[src/rtl/hss_pkg.sv]
// constants and carrier types for the hot swap status and fault registers
// Summary of operation
// - system status bit 7 is 1 while the switch gate is commanded on
// - system status bit 6 follows the active-low enable pin level
// - system status bits 5 and 4 show second and first gate drive pins
// - system status bit 3 is 1 while the timer pin is below 0.1V
// - system status bit 2 is 1 during a non-volatile write
// - system status bit 1 shows the power good condition
// - system status bit 0 shows the single driver mode
// - converter status bits 7:4 label the auxiliary input last converted
// - converter status bit 3 is 1 only when idle in snapshot mode
// - converter status bits 2:0 show parallel, high and low stress staged modes
// - pin levels: bits 7:4 power good pins 1-4, bits 3:0 analog pins 1-4
// - live fault bit 7 is 1 when pin four sits at its asserted level
// - live fault bit 6 is 1 while a switch short is detected
// - live fault bit 5 is 1 while output is below threshold
// - live fault bit 4 holds power good input badness caught at timer expiry
// - live fault bit 3 is 1 while the switch is degraded
// - live fault bit 2 is 1 while current limiting is active
// - live fault bit 1 is 1 only when both undervoltage inputs are low
// - live fault bit 0 is 1 when the overvoltage input is high
// - latched fault flags reset to zero and set on each event
// - latched bit 5 sets when output is low after power good latched
package hss_pkg;
	localparam logic [7:0] HSS_OFS_SYSTEM_STATUS = 8'h00;
	localparam logic [7:0] HSS_OFS_CONVERTER_STATUS = 8'h01;
	localparam logic [7:0] HSS_OFS_PIN_INPUT_LEVELS = 8'h02;
	localparam logic [7:0] HSS_OFS_LIVE_FAULT = 8'h03;
	localparam logic [7:0] HSS_OFS_LATCHED_FAULT = 8'h04;
	localparam logic [7:0] HSS_FLAGS_RESET = 8'h00;
	localparam logic [7:0] HSS_RD_RESET = 8'h00;
	localparam logic [7:0] HSS_UNMAPPED_READ = 8'hFF;
	// latched and live fault bit positions, then the converter status idle bit
	localparam int HSS_BIT_EXT = 7;
	localparam int HSS_BIT_SHORT = 6;
	localparam int HSS_BIT_VOUT = 5;
	localparam int HSS_BIT_PGI = 4;
	localparam int HSS_BIT_BAD = 3;
	localparam int HSS_BIT_OC = 2;
	localparam int HSS_BIT_UV = 1;
	localparam int HSS_BIT_HIGH_LIMIT = 0;
	localparam int HSS_BIT_ADC_IDLE = 3;

	typedef struct packed {
		logic enable_n_level;
		logic second_fet_drive_pin;
		logic first_fet_drive_pin;
		logic fault_timer_below;
		logic [1:4] general_power_good_pins;
		logic [1:4] analog_digital_pins;
		logic under_thresh_high_input;
		logic under_thresh_low_input;
		logic input_high_limit_cmp;
	} hss_pins_s;

	localparam int HSS_PIN_W = $bits(hss_pins_s);

	typedef struct packed {
		logic switch_commanded_on;
		logic nv_write_busy;
		logic power_good_flag;
		logic single_driver_mode_flag;
		logic parallel_mode_flag;
		logic high_stress_staged_flag;
		logic low_stress_staged_flag;
		logic [3:0] last_aux_channel_label;
		logic adc_snapshot_mode;
		logic adc_busy;
		logic external_fault_latched_active_high;
		logic switch_short_live;
		logic output_below_threshold;
		logic power_good_latched;
		logic pgi_check_expired;
		logic pgi_good_high;
		logic switch_degraded_live;
		logic current_limit_active;
		logic overcurrent_fault_event;
	} hss_core_s;

	typedef struct packed {
		logic rd_en;
		logic wr_en;
		logic [7:0] addr;
		logic [7:0] wr_data;
	} hss_req_s;

	typedef struct packed {
		hss_pins_s s1;
		hss_pins_s s2;
		hss_pins_s s3;
		hss_pins_s filt;
		logic pgi_bad;
		logic [7:0] flags;
		logic [7:0] rd_data;
	} hss_state_s;
endpackage

[src/rtl/hss_regs.sv]
// status, live fault and latched fault registers of the hot swap controller
`timescale 1ns/1ps
`default_nettype none
module hss_regs
	import hss_pkg::*;
(
	input wire logic clock,
	input wire logic srst,
	input wire hss_pins_s pins,
	input wire hss_core_s core,
	input wire hss_req_s req,
	output logic [7:0] rd_data,
	output logic [7:0] latched_fault_flags
);
	hss_state_s state_reg;
	hss_state_s state_next;
	logic [7:0] sys_v;
	logic [7:0] adc_v;
	logic [7:0] pin_v;
	logic [7:0] live_v;
	logic [7:0] set_v;
	logic flag_wr;

	// a bit moves only once the second and third stages agree
	function automatic hss_pins_s filt_step(input hss_pins_s a, input hss_pins_s b, input hss_pins_s f);
		logic [HSS_PIN_W-1:0] agree;
		agree = ~(a ^ b);
		return hss_pins_s'((a & agree) | (f & ~agree));
	endfunction

	always_comb begin
		sys_v = {core.switch_commanded_on,
			state_reg.filt.enable_n_level,
			state_reg.filt.second_fet_drive_pin, state_reg.filt.first_fet_drive_pin,
			state_reg.filt.fault_timer_below,
			core.nv_write_busy,
			core.power_good_flag,
			core.single_driver_mode_flag};
		adc_v = {core.last_aux_channel_label,
			core.adc_snapshot_mode & ~core.adc_busy,
			core.parallel_mode_flag, core.high_stress_staged_flag, core.low_stress_staged_flag};
		pin_v = {state_reg.filt.general_power_good_pins, state_reg.filt.analog_digital_pins};
		live_v = '0;
		live_v[HSS_BIT_EXT] = state_reg.filt.general_power_good_pins[4] == core.external_fault_latched_active_high;
		live_v[HSS_BIT_SHORT] = core.switch_short_live;
		live_v[HSS_BIT_VOUT] = core.output_below_threshold;
		live_v[HSS_BIT_PGI] = state_reg.pgi_bad;
		live_v[HSS_BIT_BAD] = core.switch_degraded_live;
		live_v[HSS_BIT_OC] = core.current_limit_active;
		live_v[HSS_BIT_UV] = ~state_reg.filt.under_thresh_high_input & ~state_reg.filt.under_thresh_low_input;
		live_v[HSS_BIT_HIGH_LIMIT] = state_reg.filt.input_high_limit_cmp;
		// overcurrent latches on the core's fault event, not on brief limiting
		set_v = live_v;
		set_v[HSS_BIT_VOUT] = core.output_below_threshold & core.power_good_latched;
		set_v[HSS_BIT_PGI] = state_reg.pgi_bad;
		set_v[HSS_BIT_OC] = core.overcurrent_fault_event;
	end

	assign flag_wr = req.wr_en && req.addr == HSS_OFS_LATCHED_FAULT;

	always_comb begin
		state_next = state_reg;
		state_next.s1 = pins;
		state_next.s2 = state_reg.s1;
		state_next.s3 = state_reg.s2;
		state_next.filt = filt_step(state_reg.s2, state_reg.s3, state_reg.filt);
		if (core.pgi_check_expired) begin
			state_next.pgi_bad = state_reg.filt.general_power_good_pins[3] != core.pgi_good_high;
		end
		// writing 1 keeps a flag, writing 0 clears it; a new event wins the clear
		if (flag_wr) begin
			state_next.flags = (state_reg.flags & req.wr_data) | set_v;
		end else begin
			state_next.flags = state_reg.flags | set_v;
		end
		if (req.rd_en) begin
			case (req.addr)
				HSS_OFS_SYSTEM_STATUS: state_next.rd_data = sys_v;
				HSS_OFS_CONVERTER_STATUS: state_next.rd_data = adc_v;
				HSS_OFS_PIN_INPUT_LEVELS: state_next.rd_data = pin_v;
				HSS_OFS_LIVE_FAULT: state_next.rd_data = live_v;
				HSS_OFS_LATCHED_FAULT: state_next.rd_data = state_reg.flags;
				default: state_next.rd_data = HSS_UNMAPPED_READ;
			endcase
		end
	end

	always_ff @(posedge clock) begin
		if (srst) begin
			state_reg <= '0;
			state_reg.flags <= HSS_FLAGS_RESET;
			state_reg.rd_data <= HSS_RD_RESET;
		end else begin
			state_reg <= state_next;
		end
	end

	assign rd_data = state_reg.rd_data;
	assign latched_fault_flags = state_reg.flags;
endmodule
`default_nettype wire

[config.mk]
export PLATFORM = sky130hd
export DESIGN_NAME = hss_regs
export DESIGN_NICKNAME = d
export VERILOG_FILES = /design/src/rtl/hss_pkg.sv /design/src/rtl/hss_regs.sv
export SDC_FILE = /design/constraint.sdc
export NUM_CORES = 1
export LEC_CHECK = 0
export ABC_AREA = 1
export BUFFER_PORTS_ARGS = -buffer_cell sky130_fd_sc_hd__buf_2
export CAP_MARGIN = 25
export CORE_ASPECT_RATIO = 0.75
export CORE_MARGIN = 2
export CORE_UTILIZATION = 57
export DETAILED_ROUTE_END_ITERATION = 7
export GPL_ROUTABILITY_DRIVEN = 0
export PLACE_DENSITY = 0.84
export SLEW_MARGIN = 10
export SYNTH_ARGS = -nofsm -noshare
export SYNTH_HDL_FRONTEND = slang
export SYNTH_SLANG_ARGS = --single-unit
[constraint.sdc]
create_clock -name clock -period 2.9 [get_ports clock]
set_clock_uncertainty 0.2 [all_clocks]
set_input_delay 0.145 -clock clock [delete_from_list [all_inputs] [get_ports clock]]
set_output_delay 0.145 -clock clock [all_outputs]
set_load 0.02 [all_outputs]
; ---- Word level (Yosys, flattened, before mapping)
; Index checks and enable logic that the tools add are counted.
[totals]
regBits = 77
latchBits = 0
ramBits = 0
rom_bits = 0
elab_cells = 64
memories = 0
[classes]
n_addsub = 0
n_mul = 0
div = 0
order_cmp = 0
eq_ne = 6
n_shift = 0
muxes = 2
n_bitwise = 15
n_reduce_logical = 2
[op_table]
columns = operator, count
row1 = 8-bit case mux with 5 select lines, 1
row2 = 15-bit AND, 2
row3 = 15-bit inverter, 2
row4 = 8-bit by 2-bit == test with 1-bit output (second input constant), 2
row5 = 8-bit OR, 2
row6 = 15-bit OR, 1
row7 = 15-bit bitwise XOR, 1
row8 = 8-bit AND, 1
row9 = 8-bit by 1-bit == test with 1-bit output (second input constant), 1
row10 = 8-bit by 3-bit == test with 1-bit output (second input constant), 1
row11 = 8-bit zero test, 1
row12 = 8-bit 2-to-1 mux, 1
row13 = 1-bit AND, 3
row14 = 1-bit inverter, 3
row15 = 1-bit == test, 1
row16 = 1-bit logical AND, 1
row17 = 1-bit inequality test, 1

; ---- Depth between registers and ports, before layout
[logic_depth]
word_depth = 5
depth_mapped = 10
mapped_depth_nobuf = 10

; ---- Least setup slack after synthesis
; No wires, ideal clock.
[synth_path]
path_type = input-to-reg
from = input port req[15] (netlist bit)
to = register, netlist name rd_data[6]
setup_ns = 0.109
t_arrival_ns = 0.888
required_ns = 2.591
slack_ns = 1.703
stages = 10
path_buffers = 0
cell_sequence = nor2_2 nand2_4 nor2_2 inv_2 nand2_4 nand2_1 inv_2 nand3_1 nand2_1 inv_1
[synth_between]
elab_chain_len = 2
elab_cells_between_ends = 6
cone_classes = 4 x eq/ne / 1 x mux / 1 x reduce/logical
[synth_rtl]
columns = item, line_no
row1 = from (decl), hss_regs.sv:11  ; input wire hss_req_s req,
row2 = 8-bit by 3-bit == test with 1-bit output (tied with other cells), hss_regs.sv:77  ; case (req.addr)
row3 = 8-bit case mux with 5 select lines *, hss_regs.sv:77
; Mark *: on every way between the ends. The rest lies on a longest branch, timed or not.
; A chain may end at the register's enable or synchronous reset.

; ---- Final worst setup path
[layout_path]
from = input port req[11] (netlist bit)
to = register, netlist name rd_data[2]
[layout_between]
elab_chain_len = 2
elab_cells_between_ends = 6
cone_classes = 4 x eq/ne / 1 x mux / 1 x reduce/logical
[layout_rtl]
columns = item, line_no
row1 = 8-bit by 3-bit == test with 1-bit output (tied with other cells), hss_regs.sv:77
row2 = 8-bit case mux with 5 select lines *, hss_regs.sv:77
; Marked as above.

==> Implementation_results.wiki <==
{| class="wikitable"
! Metric !! Value
|-
| Worst-case reg-to-reg path depth || 4
|-
| Average size of a mapped cell || about 7.5 um^2
|-
| DP HPWL || approximately 4300 um
|-
| Hold-critical path endpoint || rd_data[5]
|-
| I/O pin cnt || 73
|-
| Buffer levels on the longest clock path || 2
|-
| Final WS setup || 0.700 ns
|-
| Worst Path Class, Setup || primary input to register
|-
| Number of max-cap violations || 0
|-
| Vertical die dimension || between 60 and 70 um
|-
| Port Buf Inserts || about 70
|-
| Dominant cells by area after synthesis || sky130_fd_sc_hd__dfxtp_1 51%, sky130_fd_sc_hd__nor2_1 10%, sky130_fd_sc_hd__inv_1 7.8%
|-
| Vias in the first global route || about 2600
|-
| Startpoint of the lowest-slack hold path || core[6]
|-
| Starting DRC count in detailed routing || 249
|-
| Fillcell total || about 360
|-
| Number of flip-flops and latches in the synthesized netlist || 77
|-
| Min-Delay Path Class || primary input to register
|-
| Critical Path End Type || register
|-
| Sinks on Clock Net || 77
|-
| Wire length reported by the detailed router || about 7200 um
|-
| Count of unresolved DRC violations after routing || 0
|-
| Unrepaired setup endpoints after global routing || false
|-
| First-pass iteration count of the detailed router || 4
|-
| Clk slew on worst S/H paths || around 0.070 ns
|-
| Via density per instance || 4.87
|-
| Net count of the finished layout || between 500 and 600
|-
| Pwr dens || roughly 540 nW/um^2
|-
| Yosys top cell area share || roughly half
|-
| Transition at the pin with the smallest max-transition slack || 0.672 ns
|-
| Min-Delay Path Depth || 5
|-
| Clock tree from TritonCTS || done
|-
| Combined area of all synthesized cells || 3020 um^2
|-
| Crit-path max FO || 7
|-
| Finished layout cell area || about 4000 um^2
|-
| Final period utilization || roughly 76%
|-
| Die Outline Area || between 5000 and 6000 um^2
|-
| CTS H-Tree Depth || 3
|-
| Leakage power || 1.89 nW
|-
| Pin count of the biggest net entering global routing || 55
|-
| Worst slew margin relative to its limit || 55.1%
|-
| Shortest clock period the worst path allows after layout || 2.20 ns
|-
| Internal reg-to-reg setup slack || between 1 and 1.5 ns
|-
| Required time at the worst-slack endpoint || 2.97 ns
|-
| Overflow after GRT || 0
|-
| Summed negative setup slack over all endpoints || 0 ns
|-
| Cell at the root of the clock tree || sky130_fd_sc_hd__clkbuf_8
|-
| Worst vdd rail ir drop || 0.419 mV
|-
| Wire length of the first global-routing pass || 11500 um
|-
| Number of warnings reported in the yosys synthesis log || 0
|-
| Mean routed wirelength per cell || roughly 12 um
|-
| Post-synth net total || roughly 460
|-
| Number of antenna violations at the first check in global routing || 0
|-
| Cell Rows || 22
|-
| Overall Power || ~2.1 mW
|-
| Cell area after placement || approximately 3300 um^2
|-
| Result of the run || finished, final reports clean
|-
| Clk_lat worst skew || between 0.3 and 0.4 ns
|-
| Detail Route Antenna Nets || 0
|-
| Area added between synthesis and finish || 30.0%
|-
| Effective utilization at floorplan || 60.3%
|-
| Number of buffers created by CTS || 9
|-
| Count of unique library cells instantiated by Yosys || 23
|-
| Fin util || between 70% and 80%
|-
| All-layer global routing usage || roughly a quarter
|-
| Finish-stage setup viols || 0
|-
| Die Wd || 88.1 um
|-
| Kind of start point of the critical path || primary input
|-
| Post-synthesis cell count || about 400
|-
| Sequential fraction of the synthesis area || 51.0%
|-
| Area inside the core boundary || ~5000 um^2
|-
| Number of diodes added for antenna fixing || 0
|-
| Fraction of layout cells with a size suffix above 1 || between 20% and 30%
|-
| Critical path arrival || approximately 2.3 ns
|-
| Peak clock frequency supported by timing || roughly 450 MHz
|-
| Final number of max-transition violations || 0
|-
| Worst Setup Slack post-DPL || about 1.4 ns
|-
| Cell type with the highest aggregate area in the netlist || sky130_fd_sc_hd__dfxtp_1
|-
| Count of final hold-check violations || 0
|-
| R2R Path End || latched_fault_flags[7]
|-
| Number of vias after detailed routing || around 2800
|}
==> worst max-delay path by stage <==
| stage | from | depth (start not counted) | endpoint | slack (ns) |
|---|---|---|---|---|
| finish | req[11] | 10 | rd_data[2] | 0.70 |
| global placement | req[15] | 7 | latched_fault_flags[1] | 1.43 |
| global route | req[11] | 10 | rd_data[2] | 0.59 |
| floorplan | req[15] | 10 | rd_data[6] | 1.70 |
| detailed placement | req[15] | 7 | latched_fault_flags[4] | 1.35 |
| CTS | req[15] | 10 | rd_data[2] | 0.74 |
==> metal layers <==
layer	GRT usage, %	up-vias	share of wire, %
met5	0	-	0
met2	45.1	123	48
met4	10.6	0	2.6
met3	11.5	27	7.9
met1	29.4	1260	42
li1	-	1407	-
==> worst max-delay path: stages <==
cell                            delay, ns
sky130_fd_sc_hd__buf_2               0.11
sky130_fd_sc_hd__nor2_1              0.13
sky130_fd_sc_hd__nand3_1             0.13
sky130_fd_sc_hd__nor2_2              0.33
sky130_fd_sc_hd__nand2_1             0.09
sky130_fd_sc_hd__nand2_1             0.08
sky130_fd_sc_hd__dlygate4sd3_1       0.54
sky130_fd_sc_hd__nor2_1              0.04
sky130_fd_sc_hd__dlygate4sd3_1       0.56
sky130_fd_sc_hd__a21oi_1             0.12
==> synth_stat cells <==
cell                        n
sky130_fd_sc_hd__buf_1      6
sky130_fd_sc_hd__nand2_2    1
sky130_fd_sc_hd__buf_2      1
sky130_fd_sc_hd__clkbuf_1   2
sky130_fd_sc_hd__inv_2      5
sky130_fd_sc_hd__inv_1     63
sky130_fd_sc_hd__xor2_1     1
sky130_fd_sc_hd__nor2_1    82
sky130_fd_sc_hd__buf_4     16
sky130_fd_sc_hd__clkinv_2   1
sky130_fd_sc_hd__nor3_1     1
sky130_fd_sc_hd__nor2_4     1
sky130_fd_sc_hd__a21oi_1   31
sky130_fd_sc_hd__nand2_1   45
sky130_fd_sc_hd__dfxtp_1   77
sky130_fd_sc_hd__xnor2_1    1
sky130_fd_sc_hd__nand2_4    2
sky130_fd_sc_hd__nor2_2     7
sky130_fd_sc_hd__buf_8      1
sky130_fd_sc_hd__o21ai_0   31
sky130_fd_sc_hd__nand3_2    1
sky130_fd_sc_hd__buf_12     1
sky130_fd_sc_hd__nand3_1   25
==> power breakdown <==
group	total (mW)	internal (mW)	switching, mW
registers	1.12	1.10	0.0206
logic	0.211	0.100	0.111
clock network	0.805	0.459	0.346
total	2.14	1.66	0.477
==> placed cells by master (no fill, tap or decap), drive strengths merged <==
cell type	count
buf	73
dlygate4sd3	44
nand2	48
nor2	90
clkbuf	13
bufinv	1
inv	68
clkinv	1
o21ai	31
nor3	1
xor2	1
nand3	26
a21oi	31
xnor2	1
dfxtp	77
==> area by class of cell <==
cell class              count  area, um^2  area share [%]
clock buffers              13         169            4.30
clock inverters             1        30.0           0.765
inverters                  69         260            6.63
multi-input cells         229        1030            26.2
flip-flops and latches     77        1540            39.2
well taps                  72        90.1            2.29
repair buffers            117         808            20.6
==> kinds of logic (layout without fill, tap and decap cells) <==
logic type	Yosys count	count (layout)	share of synthesized area (%)
simple gates	165	165	23.2
buf+inv	96	200	14.9
flops	77	77	51.0
compound gates	62	62	10.3
xor+xnor	2	2	0.580
==> repair_timing <==
item | CTS | global route
endpoints found under the hold margin | 32 | 0
hold buffers | 44 | 0
setup buffers | 0 | 0
resized for setup | 0 | 0
==> stage by stage <==
stage,std cells,hold WS (ns)
floorplan,402,0.0520
global placement,520,0.142
detailed placement,520,0.150
CTS,578,0.0181
global route,578,0.0267
finish,578,0.0335
Note: power is estimated with default switching activity, not from simulation.
